`src/pkg/regen_pkg.sv`:
```
// Constants for the regeneration avoidance controller: register map,
// field limits, reset values and control-loop timing.
// Assumes a 25 MHz clock and a 32-bit AHB-Lite register bus.
package regen_pkg;

   // Clock and control-loop timing
   localparam int CLK_PERIOD_NS  = 40;
   localparam int CTRL_PERIOD_NS = 100000;
   localparam int CTRL_CYCLES    = CTRL_PERIOD_NS / CLK_PERIOD_NS;
   localparam int TICK_W         = 12;

   // Data widths: volts, 0.01 Hz units, percent
   localparam int VBUS_W = 10;
   localparam int FREQ_W = 16;
   localparam int GAIN_W = 8;
   localparam int PROD_W = VBUS_W + 2 * GAIN_W;
   localparam int ADDR_W = 8;

   // Register byte offsets
   localparam logic [ADDR_W-1:0] OFS_SELECT = 8'h00;
   localparam logic [ADDR_W-1:0] OFS_THR    = 8'h04;
   localparam logic [ADDR_W-1:0] OFS_LIMIT  = 8'h08;
   localparam logic [ADDR_W-1:0] OFS_VGAIN  = 8'h0C;
   localparam logic [ADDR_W-1:0] OFS_FGAIN  = 8'h10;
   localparam logic [ADDR_W-1:0] OFS_EXT    = 8'h14;
   localparam logic [ADDR_W-1:0] OFS_MAXF   = 8'h18;
   localparam logic [ADDR_W-1:0] OFS_STATUS = 8'h1C;
   localparam logic [ADDR_W-1:0] OFS_FREQ   = 8'h20;

   // Function-select codes
   localparam logic [1:0] SEL_OFF    = 2'h0;
   localparam logic [1:0] SEL_ALWAYS = 2'h1;
   localparam logic [1:0] SEL_CONST  = 2'h2;
   localparam logic [1:0] SEL_BAD    = 2'h3;

   // Threshold in volts: 300..800, reset 400 or 780
   localparam logic [VBUS_W-1:0] THR_MIN      = 10'h12C;
   localparam logic [VBUS_W-1:0] THR_MAX      = 10'h320;
   localparam logic [VBUS_W-1:0] THR_RST_LOW  = 10'h190;
   localparam logic [VBUS_W-1:0] THR_RST_HIGH = 10'h30C;

   // Compensation limit in 0.01 Hz: 0..30 Hz, reset 6 Hz, 9999 = off
   localparam logic [FREQ_W-1:0] LIM_MAX = 16'h0BB8;
   localparam logic [FREQ_W-1:0] LIM_OFF = 16'h270F;
   localparam logic [FREQ_W-1:0] LIM_RST = 16'h0258;

   // Gains in percent: 0..200, reset 100
   localparam logic [GAIN_W-1:0] GAIN_MAX = 8'hC8;
   localparam logic [GAIN_W-1:0] GAIN_RST = 8'h64;
   localparam logic [PROD_W-1:0] GAIN_DIV = 26'h0002710;

   // Frequencies in 0.01 Hz
   localparam logic [FREQ_W-1:0] MAXF_RST    = 16'h1770;
   localparam logic [FREQ_W-1:0] PM_MIN_FREQ = 16'h028A;
   localparam logic [FREQ_W-1:0] DECAY_STEP  = 16'h000A;
   localparam logic [7:0]        EXT_RST     = 8'h00;

   // Status register bit positions
   localparam int ST_ACTIVE = 0;
   localparam int ST_HOLD   = 1;
   localparam int ST_LOCKED = 2;

endpackage

```
`src/pkg/regen_core_if.sv`:
```
// Interface between the controller and its increment integrator.
// Assumes both ends run on the same clock.
`timescale 1ns/1ps
interface regen_core_if;
   import regen_pkg::*;

   logic [VBUS_W-1:0] excess;
   logic [GAIN_W-1:0] vgain;
   logic [GAIN_W-1:0] fgain;
   logic              trigger;
   logic              clear;
   logic              tick;
   logic [FREQ_W-1:0] inc;

   modport ctl  (output excess, vgain, fgain, trigger, clear, tick,
                 input inc);
   modport core (input excess, vgain, fgain, trigger, clear, tick,
                 output inc);
endinterface

```
`src/design/regen_increment.sv`:
```
// Frequency increment integrator of the regeneration avoidance block.
// Assumes tick, trigger and clear come from logic on the same clock.
`timescale 1ns/1ps
module regen_increment (
   input  wire logic   clock,
   input  wire logic   srst,
   input  wire logic   clk_en,
   regen_core_if.core  link
);
   import regen_pkg::*;

   logic [PROD_W-1:0] prod;
   logic [FREQ_W-1:0] step;
   logic [FREQ_W:0]   sum;
   logic [FREQ_W-1:0] inc_reg;
   logic [FREQ_W-1:0] inc_next;

   // Excess scaled by voltage gain, then by frequency gain
   assign prod = PROD_W'(link.excess) * PROD_W'(link.vgain)
                 * PROD_W'(link.fgain);
   assign step = FREQ_W'(prod / GAIN_DIV);
   assign sum  = {1'b0, inc_reg} + {1'b0, step};
   assign link.inc = inc_reg;

   // Integrate while over threshold, ramp down once the excess is gone
   always_comb
   begin
      inc_next = inc_reg;
      if (link.clear)
         inc_next = '0;
      else if (link.tick)
      begin
         if (link.trigger)
            inc_next = sum[FREQ_W] ? 16'hFFFF : sum[FREQ_W-1:0];
         else if (inc_reg > DECAY_STEP)
            inc_next = inc_reg - DECAY_STEP;
         else
            inc_next = '0;
      end
   end

   // Increment state
   always_ff @(posedge clock)
   begin
      if (srst)
         inc_reg <= '0;
      else if (clk_en)
         inc_reg <= inc_next;
   end
endmodule

```
`src/design/regen_avoidance_control.sv`:
```
// Regeneration avoidance controller with an AHB-Lite register slave.
// Assumes bus voltage, frequencies and run state come from logic on
// the same clock; clk_en low freezes all state and stalls the bus.
//
// Implementation choices: the address map and the AHB-Lite register port.
`timescale 1ns/1ps
// Function
// - Select 0 off, 1 always on, 2 only at constant speed.
// - Threshold 300..800 V, reset 400 V or 780 V by voltage class.
// - Raise frequency when enabled and bus voltage reaches threshold.
// - Compensation limit 0..30 Hz, reset 6 Hz; 9999 removes limit.
// - Accelerating or steady: output at most start frequency plus limit.
// - Decelerating past limit: hold limit until output falls to half.
// - Raised frequency never exceeds the maximum output frequency.
// - Voltage gain 0..200 percent, reset 100, stronger reaction.
// - Separate frequency gain 0..200 percent scales the compensation.
// - Permanent-magnet motor: no action at command 6.5 Hz or lower.
// - While acting, show overvoltage stall and raise stall alarm.
// - While acting, also activate stall prevention.
// - Settings writable only while extended display select is 0.
module regen_avoidance_control #(
   parameter bit HIGH_CLASS = 1'b0
) (
   input  wire logic                          clock,
   input  wire logic                          srst,
   input  wire logic                          clk_en,
   input  wire logic                          hsel,
   input  wire logic [31:0]                   haddr,
   input  wire logic [1:0]                    htrans,
   input  wire logic                          hwrite,
   input  wire logic [2:0]                    hsize,
   input  wire logic [31:0]                   hwdata,
   input  wire logic                          hready,
   output logic                               hreadyout,
   output logic                               hresp,
   output logic [31:0]                        hrdata,
   input  wire logic [regen_pkg::VBUS_W-1:0]  bus_voltage,
   input  wire logic [regen_pkg::FREQ_W-1:0]  freq_before,
   input  wire logic                          accel,
   input  wire logic                          decel,
   input  wire logic                          const_speed,
   input  wire logic                          pm_motor_mode,
   input  wire logic [regen_pkg::FREQ_W-1:0]  freq_command,
   output logic [regen_pkg::FREQ_W-1:0]       freq_out,
   output logic                               regen_active,
   output logic                               ov_stall_indicate,
   output logic                               stall_alarm_out,
   output logic                               stall_prevent_act
);
   import regen_pkg::*;

   localparam logic [VBUS_W-1:0] THR_RST =
      HIGH_CLASS ? THR_RST_HIGH : THR_RST_LOW;
   localparam logic [TICK_W-1:0] TICK_LAST = TICK_W'(CTRL_CYCLES - 1);

   regen_core_if link ();

   // Settings
   logic [1:0]        sel_reg;
   logic [VBUS_W-1:0] thr_reg;
   logic [FREQ_W-1:0] lim_reg;
   logic [GAIN_W-1:0] vgain_reg;
   logic [GAIN_W-1:0] fgain_reg;
   logic [7:0]        ext_reg;
   logic [FREQ_W-1:0] max_reg;

   // Bus state
   logic              wr_pend_reg;
   logic [ADDR_W-1:0] wr_addr_reg;
   logic [31:0]       hrdata_reg;
   logic [31:0]       rd_data;

   // Control state
   logic [TICK_W-1:0] tick_cnt_reg;
   logic              active_reg;
   logic              hold_reg;
   logic [FREQ_W-1:0] base_reg;
   logic [FREQ_W-1:0] freq_reg;

   // Decode of the bus address phase and write data phase
   wire               addr_ok   = hsel & hready & htrans[1];
   wire               wen       = clk_en & wr_pend_reg;
   wire               unlocked  = (ext_reg == EXT_RST);
   wire               wen_cfg   = wen & unlocked;
   wire               wr_sel    = wen_cfg & (wr_addr_reg == OFS_SELECT);
   wire               wr_thr    = wen_cfg & (wr_addr_reg == OFS_THR);
   wire               wr_lim    = wen_cfg & (wr_addr_reg == OFS_LIMIT);
   wire               wr_vgain  = wen_cfg & (wr_addr_reg == OFS_VGAIN);
   wire               wr_fgain  = wen_cfg & (wr_addr_reg == OFS_FGAIN);
   wire               wr_maxf   = wen_cfg & (wr_addr_reg == OFS_MAXF);
   wire               wr_ext    = wen & (wr_addr_reg == OFS_EXT);

   // Out-of-range values are dropped so a setting is always legal
   wire               sel_ok    = hwdata[31:2] == '0
                                  && hwdata[1:0] != SEL_BAD;
   wire               thr_ok    = hwdata[31:VBUS_W] == '0
                                  && hwdata[VBUS_W-1:0] >= THR_MIN
                                  && hwdata[VBUS_W-1:0] <= THR_MAX;
   wire               lim_ok    = hwdata[31:FREQ_W] == '0
                                  && (hwdata[FREQ_W-1:0] <= LIM_MAX
                                  || hwdata[FREQ_W-1:0] == LIM_OFF);
   wire               gain_ok   = hwdata[31:GAIN_W] == '0
                                  && hwdata[GAIN_W-1:0] <= GAIN_MAX;
   wire               ext_ok    = hwdata[31:8] == '0;
   wire               maxf_ok   = hwdata[31:FREQ_W] == '0;

   // Bus answers with no wait state, but never while frozen
   assign hreadyout = clk_en;
   assign hresp     = 1'b0;
   assign hrdata    = hrdata_reg;

   // Read multiplexer, evaluated during the address phase
   always_comb
   begin
      rd_data = '0;
      case (haddr[ADDR_W-1:0])
         OFS_SELECT: rd_data = {30'h0, sel_reg};
         OFS_THR:    rd_data = {22'h0, thr_reg};
         OFS_LIMIT:  rd_data = {16'h0, lim_reg};
         OFS_VGAIN:  rd_data = {24'h0, vgain_reg};
         OFS_FGAIN:  rd_data = {24'h0, fgain_reg};
         OFS_EXT:    rd_data = {24'h0, ext_reg};
         OFS_MAXF:   rd_data = {16'h0, max_reg};
         OFS_STATUS: rd_data = {29'h0, ~unlocked, hold_reg, active_reg};
         OFS_FREQ:   rd_data = {link.inc, freq_reg};
         default:    rd_data = '0;
      endcase
      if (haddr[31:ADDR_W] != '0)
         rd_data = '0;
   end

   // Bus pipeline: write address held into the data phase
   always_ff @(posedge clock)
   begin
      if (srst)
      begin
         wr_pend_reg <= 1'b0;
         wr_addr_reg <= '0;
         hrdata_reg  <= '0;
      end
      else if (clk_en)
      begin
         wr_pend_reg <= addr_ok & hwrite & (haddr[31:ADDR_W] == '0);
         wr_addr_reg <= haddr[ADDR_W-1:0];
         if (addr_ok & ~hwrite)
            hrdata_reg <= rd_data;
      end
   end

   // Mode, threshold and limit settings
   always_ff @(posedge clock)
   begin
      if (srst)
      begin
         sel_reg <= SEL_OFF;
         thr_reg <= THR_RST;
         lim_reg <= LIM_RST;
      end
      else
      begin
         if (wr_sel && sel_ok)
            sel_reg <= hwdata[1:0];
         if (wr_thr && thr_ok)
            thr_reg <= hwdata[VBUS_W-1:0];
         if (wr_lim && lim_ok)
            lim_reg <= hwdata[FREQ_W-1:0];
      end
   end

   // Gains, maximum frequency and extended display select
   always_ff @(posedge clock)
   begin
      if (srst)
      begin
         vgain_reg <= GAIN_RST;
         fgain_reg <= GAIN_RST;
         max_reg   <= MAXF_RST;
         ext_reg   <= EXT_RST;
      end
      else
      begin
         if (wr_vgain && gain_ok)
            vgain_reg <= hwdata[GAIN_W-1:0];
         if (wr_fgain && gain_ok)
            fgain_reg <= hwdata[GAIN_W-1:0];
         if (wr_maxf && maxf_ok)
            max_reg <= hwdata[FREQ_W-1:0];
         if (wr_ext && ext_ok)
            ext_reg <= hwdata[7:0];
      end
   end

   // Enable decision for the present operating state
   wire sel_en   = (sel_reg == SEL_ALWAYS)
                   | ((sel_reg == SEL_CONST) & const_speed);
   wire pm_block = pm_motor_mode & (freq_command <= PM_MIN_FREQ);
   wire allowed  = sel_en & ~pm_block;
   wire over     = bus_voltage >= thr_reg;
   wire trigger  = allowed & over;
   wire tick     = (tick_cnt_reg == TICK_LAST);
   wire act_next = allowed & (over | (link.inc != '0));

   // Integrator hookup: excess feeds the gain chain once per tick
   assign link.excess  = over ? bus_voltage - thr_reg : '0;
   assign link.vgain   = vgain_reg;
   assign link.fgain   = fgain_reg;
   assign link.trigger = trigger;
   assign link.clear   = ~allowed;
   assign link.tick    = tick;

   regen_increment u_inc (
      .clock  (clock),
      .srst   (srst),
      .clk_en (clk_en),
      .link   (link)
   );

   // Limit arithmetic, one bit wider so the sums cannot wrap
   wire [FREQ_W:0]   raw      = {1'b0, freq_before} + {1'b0, link.inc};
   wire [FREQ_W-1:0] base_now = active_reg ? base_reg : freq_before;
   wire [FREQ_W:0]   limit    = {1'b0, base_now} + {1'b0, lim_reg};
   wire              lim_on   = (lim_reg != LIM_OFF);
   wire              over_lim = lim_on & (raw > limit);
   wire [FREQ_W:0]   half     = {2'b00, lim_reg[FREQ_W-1:1]};
   wire              hold_nx  = act_next & lim_on & decel
                                & (hold_reg | over_lim)
                                & ({1'b0, freq_before} > half);
   wire [FREQ_W:0]   capped   = (over_lim | hold_nx) ? limit : raw;
   wire [FREQ_W-1:0] clamped  = (capped > {1'b0, max_reg}) ? max_reg
                                : capped[FREQ_W-1:0];
   wire [FREQ_W-1:0] freq_nx  = act_next ? clamped : freq_before;

   // Control tick divider
   always_ff @(posedge clock)
   begin
      if (srst)
         tick_cnt_reg <= '0;
      else if (clk_en)
         tick_cnt_reg <= tick ? '0 : tick_cnt_reg + 1'b1;
   end

   // Activity, start frequency, hold and output frequency
   always_ff @(posedge clock)
   begin
      if (srst)
      begin
         active_reg <= 1'b0;
         hold_reg   <= 1'b0;
         base_reg   <= '0;
         freq_reg   <= '0;
      end
      else if (clk_en)
      begin
         active_reg <= act_next;
         hold_reg   <= hold_nx;
         base_reg   <= base_now;
         freq_reg   <= freq_nx;
      end
   end

   // One flop drives all indications so they never disagree
   assign freq_out          = freq_reg;
   assign regen_active      = active_reg;
   assign ov_stall_indicate = active_reg;
   assign stall_alarm_out   = active_reg;
   assign stall_prevent_act = active_reg;
endmodule

```
`config.mk`:
```
export PLATFORM = sky130hd
export DESIGN_NAME = regen_avoidance_control
export DESIGN_NICKNAME = d
export VERILOG_FILES = /design/src/pkg/regen_pkg.sv /design/src/pkg/regen_core_if.sv /design/src/design/regen_increment.sv /design/src/design/regen_avoidance_control.sv
export SDC_FILE = /design/constraint.sdc
export NUM_CORES = 1
export LEC_CHECK = 0
export ABC_AREA = 1
export BUFFER_PORTS_ARGS = -buffer_cell sky130_fd_sc_hd__buf_2
export CAP_MARGIN = 10
export CORE_MARGIN = 3
export CORE_UTILIZATION = 41
export DETAILED_ROUTE_END_ITERATION = 16
export SYNTH_ARGS = -nofsm -noshare
export SYNTH_HDL_FRONTEND = slang
export SYNTH_SLANG_ARGS = --single-unit
```
`constraint.sdc`:
```
create_clock -name clock -period 22.9 [get_ports clock]
set_input_delay 4.58 -clock clock [delete_from_list [all_inputs] [get_ports clock]]
set_output_delay 4.58 -clock clock [all_outputs]
set_load 0.02 [all_outputs]
```
==> impl_metrics.tcl <==
set metrics [dict create \
    min_path_type "flip-flop to flip-flop" \
    synthesis.area_um2 23400 \
    period_share_pct 105 \
    root_buffer "clkbuf_16" \
    layout_commonest_cell "nand2_1" \
    timing.hold.ws_ns 0.463 \
    critPathMaxFanout 8 \
    cp_slowest_cell "fa_1" \
    syn_nets 3973 \
    core_um2 56500 \
    worstPathRequired_ns 23.20 \
    rows 87 \
    grt_first_pass_wirelength_um 118000 \
    crit_type "input pin to flip-flop" \
    first_global_vias 23900 \
    largest_reg_flops 32 \
    drt_first_pass_iters 5 \
    cts_made_buffers 17 \
    multiInputGateArea_um2 19000 \
    grt_overflow_total 0 \
    cts_sinks 171 \
    wl_per_cell_um 14.8 \
    arrival_ns 24.24 \
    antenna_left 0 \
    dp.cells 4747 \
    cts.clk_slew.worst_paths_ns 0.08 \
    finClkSkew_ns 0.0189 \
    fillCellCount 5461 \
    synth_edf_count 0 \
    critPathMostFrequentCell "nand2_4" \
    die_area_um2 60100 \
    num_vias 24600 \
    synth_flop_cell "dfxtp_1" \
    cap_violations 0 \
    clk-insertion-delay-late_ns 0.45 \
    critPathTopFamily "simple AND/OR/NAND/NOR gates" \
    ctsHoldBuffers 0 \
    maxSlewViolCount 0 \
    drive_gt1_share_pct 31.6 \
    ys_ff_latch 171 \
    ys_seq_area_share_pct 14.6 \
    critPathBufInv 29 \
    stdcell_count 4922 \
    period_needed_ns 23.94 \
    worst_slew_margin_rel_pct 16.4 \
    async_flop_share_pct 0 \
    grt_use_total_pct 23.8 \
    layout_common_cells "nand2_1 (638), inv_1 (563), buf_4 (501), nor2_1 (286), a21oi_1 (226)" \
    syn2layout_area_growth_pct 34.8 \
    portBuffers 168 \
    antenna_found_initial 0 \
    synthCells 3515 \
    dpl.hpwl_um 55600 \
    nNetsFinal 4611 \
    worst_setup_path_start_kind "input pin" \
    h-tree-depth 4 \
    drc 0 \
    avgViaCountPerCell 5.01 \
    setup_violations 16 \
    cts_max_path_buffers 2 \
    diodes 0 \
    cpPeakStageDelay_ns 0.53 \
    endpoint_kind "flip-flop" \
    timing.final.ws_setup_ns -1.04 \
    io_pins 175 \
    violations "setup timing" \
    fmax_ghz 0.0418 \
    ys_types 71 \
    place_congestion 0.911 \
    cts_tree "done" \
    status "finished, violations left" \
    routed_wl_um 72700 \
    final_hold_viol_count 0 \
    rsz0062_at_grt "true" \
    postSynthAreaPerCell_um2 6.67 \
    dieHeight_um 245 \
    yosysWarnings 0 \
    dr.first_iter.drc_count 1471 \
    die_w_um 245 \
    initial_core_util_pct 41.5 \
    grt_max_degree 86 \
    max_slew.worst_pin.slew_ns 1.25 \
    regArea_um2 3420 \
]
path summary, 6_finish.rpt:
| path | start | end | slack, ns | cells past startpoint |
|---|---|---|---|---|
| worst min register to register | hrdata[11] | hrdata[11] | 0.46 | 2 |
| worst max-delay path | bus_voltage[0] | u_inc.link.inc[12] | -1.04 | 157 |
| worst max register to register | thr_reg[0] | u_inc.link.inc[12] | 2.69 | 155 |
| worst min-delay path | hrdata[11] | hrdata[11] | 0.46 | 2 |
cell usage after synthesis, types with 3 or more instances:
| cell type | instances | area [um2] |
|---|---|---|
| o21bai_1 | 26 | 195 |
| o21ai_1 | 14 | 70.1 |
| o2111ai_1 | 5 | 43.8 |
| xor2_1 | 86 | 753 |
| buf_12 | 3 | 60.1 |
| ha_1 | 189 | 2360 |
| nor2_2 | 17 | 106 |
| nand3b_1 | 7 | 52.6 |
| a21oi_4 | 4 | 65.1 |
| o31ai_1 | 5 | 37.5 |
| nand2_1 | 730 | 2740 |
| nand3_4 | 5 | 87.6 |
| inv_1 | 598 | 2240 |
| o21ai_2 | 3 | 26.3 |
| buf_4 | 5 | 37.5 |
| nand2_4 | 43 | 484 |
| fa_1 | 148 | 2960 |
| nand3_1 | 168 | 841 |
| nor3_1 | 36 | 180 |
| inv_4 | 6 | 37.5 |
| a211oi_1 | 6 | 45.0 |
| nor2_4 | 20 | 225 |
| nand2_2 | 107 | 669 |
| inv_2 | 23 | 86.3 |
| or4_1 | 3 | 22.5 |
| nor2_1 | 323 | 1210 |
| o311ai_0 | 5 | 43.8 |
| nor4_1 | 18 | 113 |
| nand3_2 | 19 | 190 |
| a21oi_1 | 257 | 1290 |
| nand4_2 | 4 | 50.1 |
| o21ai_0 | 183 | 916 |
| xnor2_1 | 19 | 166 |
| and2_0 | 3 | 18.8 |
| or2_2 | 8 | 50.1 |
| clkinv_1 | 12 | 45.0 |
| o211ai_1 | 32 | 240 |
| dfxtp_1 | 171 | 3420 |
| o221ai_1 | 9 | 78.8 |
| a221oi_1 | 12 | 105 |
| a31oi_1 | 9 | 56.3 |
| clkbuf_1 | 82 | 308 |
| nand4_1 | 32 | 200 |
| o22ai_1 | 25 | 156 |
kinds of logic after synthesis:
| logic type | share of synthesized area [%] |
|---|---|
| simple gates | 31.3 |
| buf+inv | 12.3 |
| compound gates | 14.9 |
| fa+ha+maj | 22.7 |
| flops | 14.6 |
| xor+xnor | 4.11 |
| other cells | 0.0160 |
routing by layer:
layer  up-vias  GRT usage, %  wire, um  part of all wire (%)
met5         -             0         0                     0
met4         0          5.85      1600                   2.2
met3       105          3.21      4590                   6.3
met2       636          41.6     34900                    48
met1     11400          31.1     31600                    44
li1      12500             -         -                     -
worst reg2reg max path: cells and delay by family, from the launching register on:
family                     cells  cell delay (ns)
AOI/OAI and AO/OA             17             2.38
and+or+nand+nor               96             8.95
adders and majority gates     14             5.34
xor gates and xnor gates       1             0.26
DFF                            1             0.48
buffers and inverters         27             2.62
timing repair:
| action | 4_1_cts | 5_1_grt |
|---|---|---|
| endpoints found under the setup margin | 16 | 16 |
| pin swaps | 138 | 149 |
| gates resized for setup | 223 | 188 |
| setup buffers | 96 | 41 |
| gates cloned | 7 | 0 |
area by class of cell:
| type | instances | area share (%) |
|---|---|---|
| clock buffers | 18 | 1.39 |
| clock inverters | 14 | 0.538 |
| inverters | 643 | 7.88 |
| multi-input cells | 2612 | 60.2 |
| flip-flops and latches | 171 | 10.8 |
| well taps | 756 | 2.99 |
| repair buffers | 708 | 16.2 |
through the flow:
step | worst slack [ns] | setup TNS, ns | cell area (um2) | utilization (%)
after floorplan | -0.0144 | -0.0320 | 23800 | -
after global placement | -1.73 | -26.19 | 28200 | 50.0
after detailed placement | -1.91 | -28.86 | 28200 | 50.0
after CTS | -0.725 | -10.62 | 30600 | 54.1
after global routing | -2.30 | -34.36 | 31600 | 55.9
final | -1.04 | -14.74 | 31600 | 55.9
Power is not shown: default switching activity piles up to over one toggle a cycle in this logic, so the estimate is an artifact.
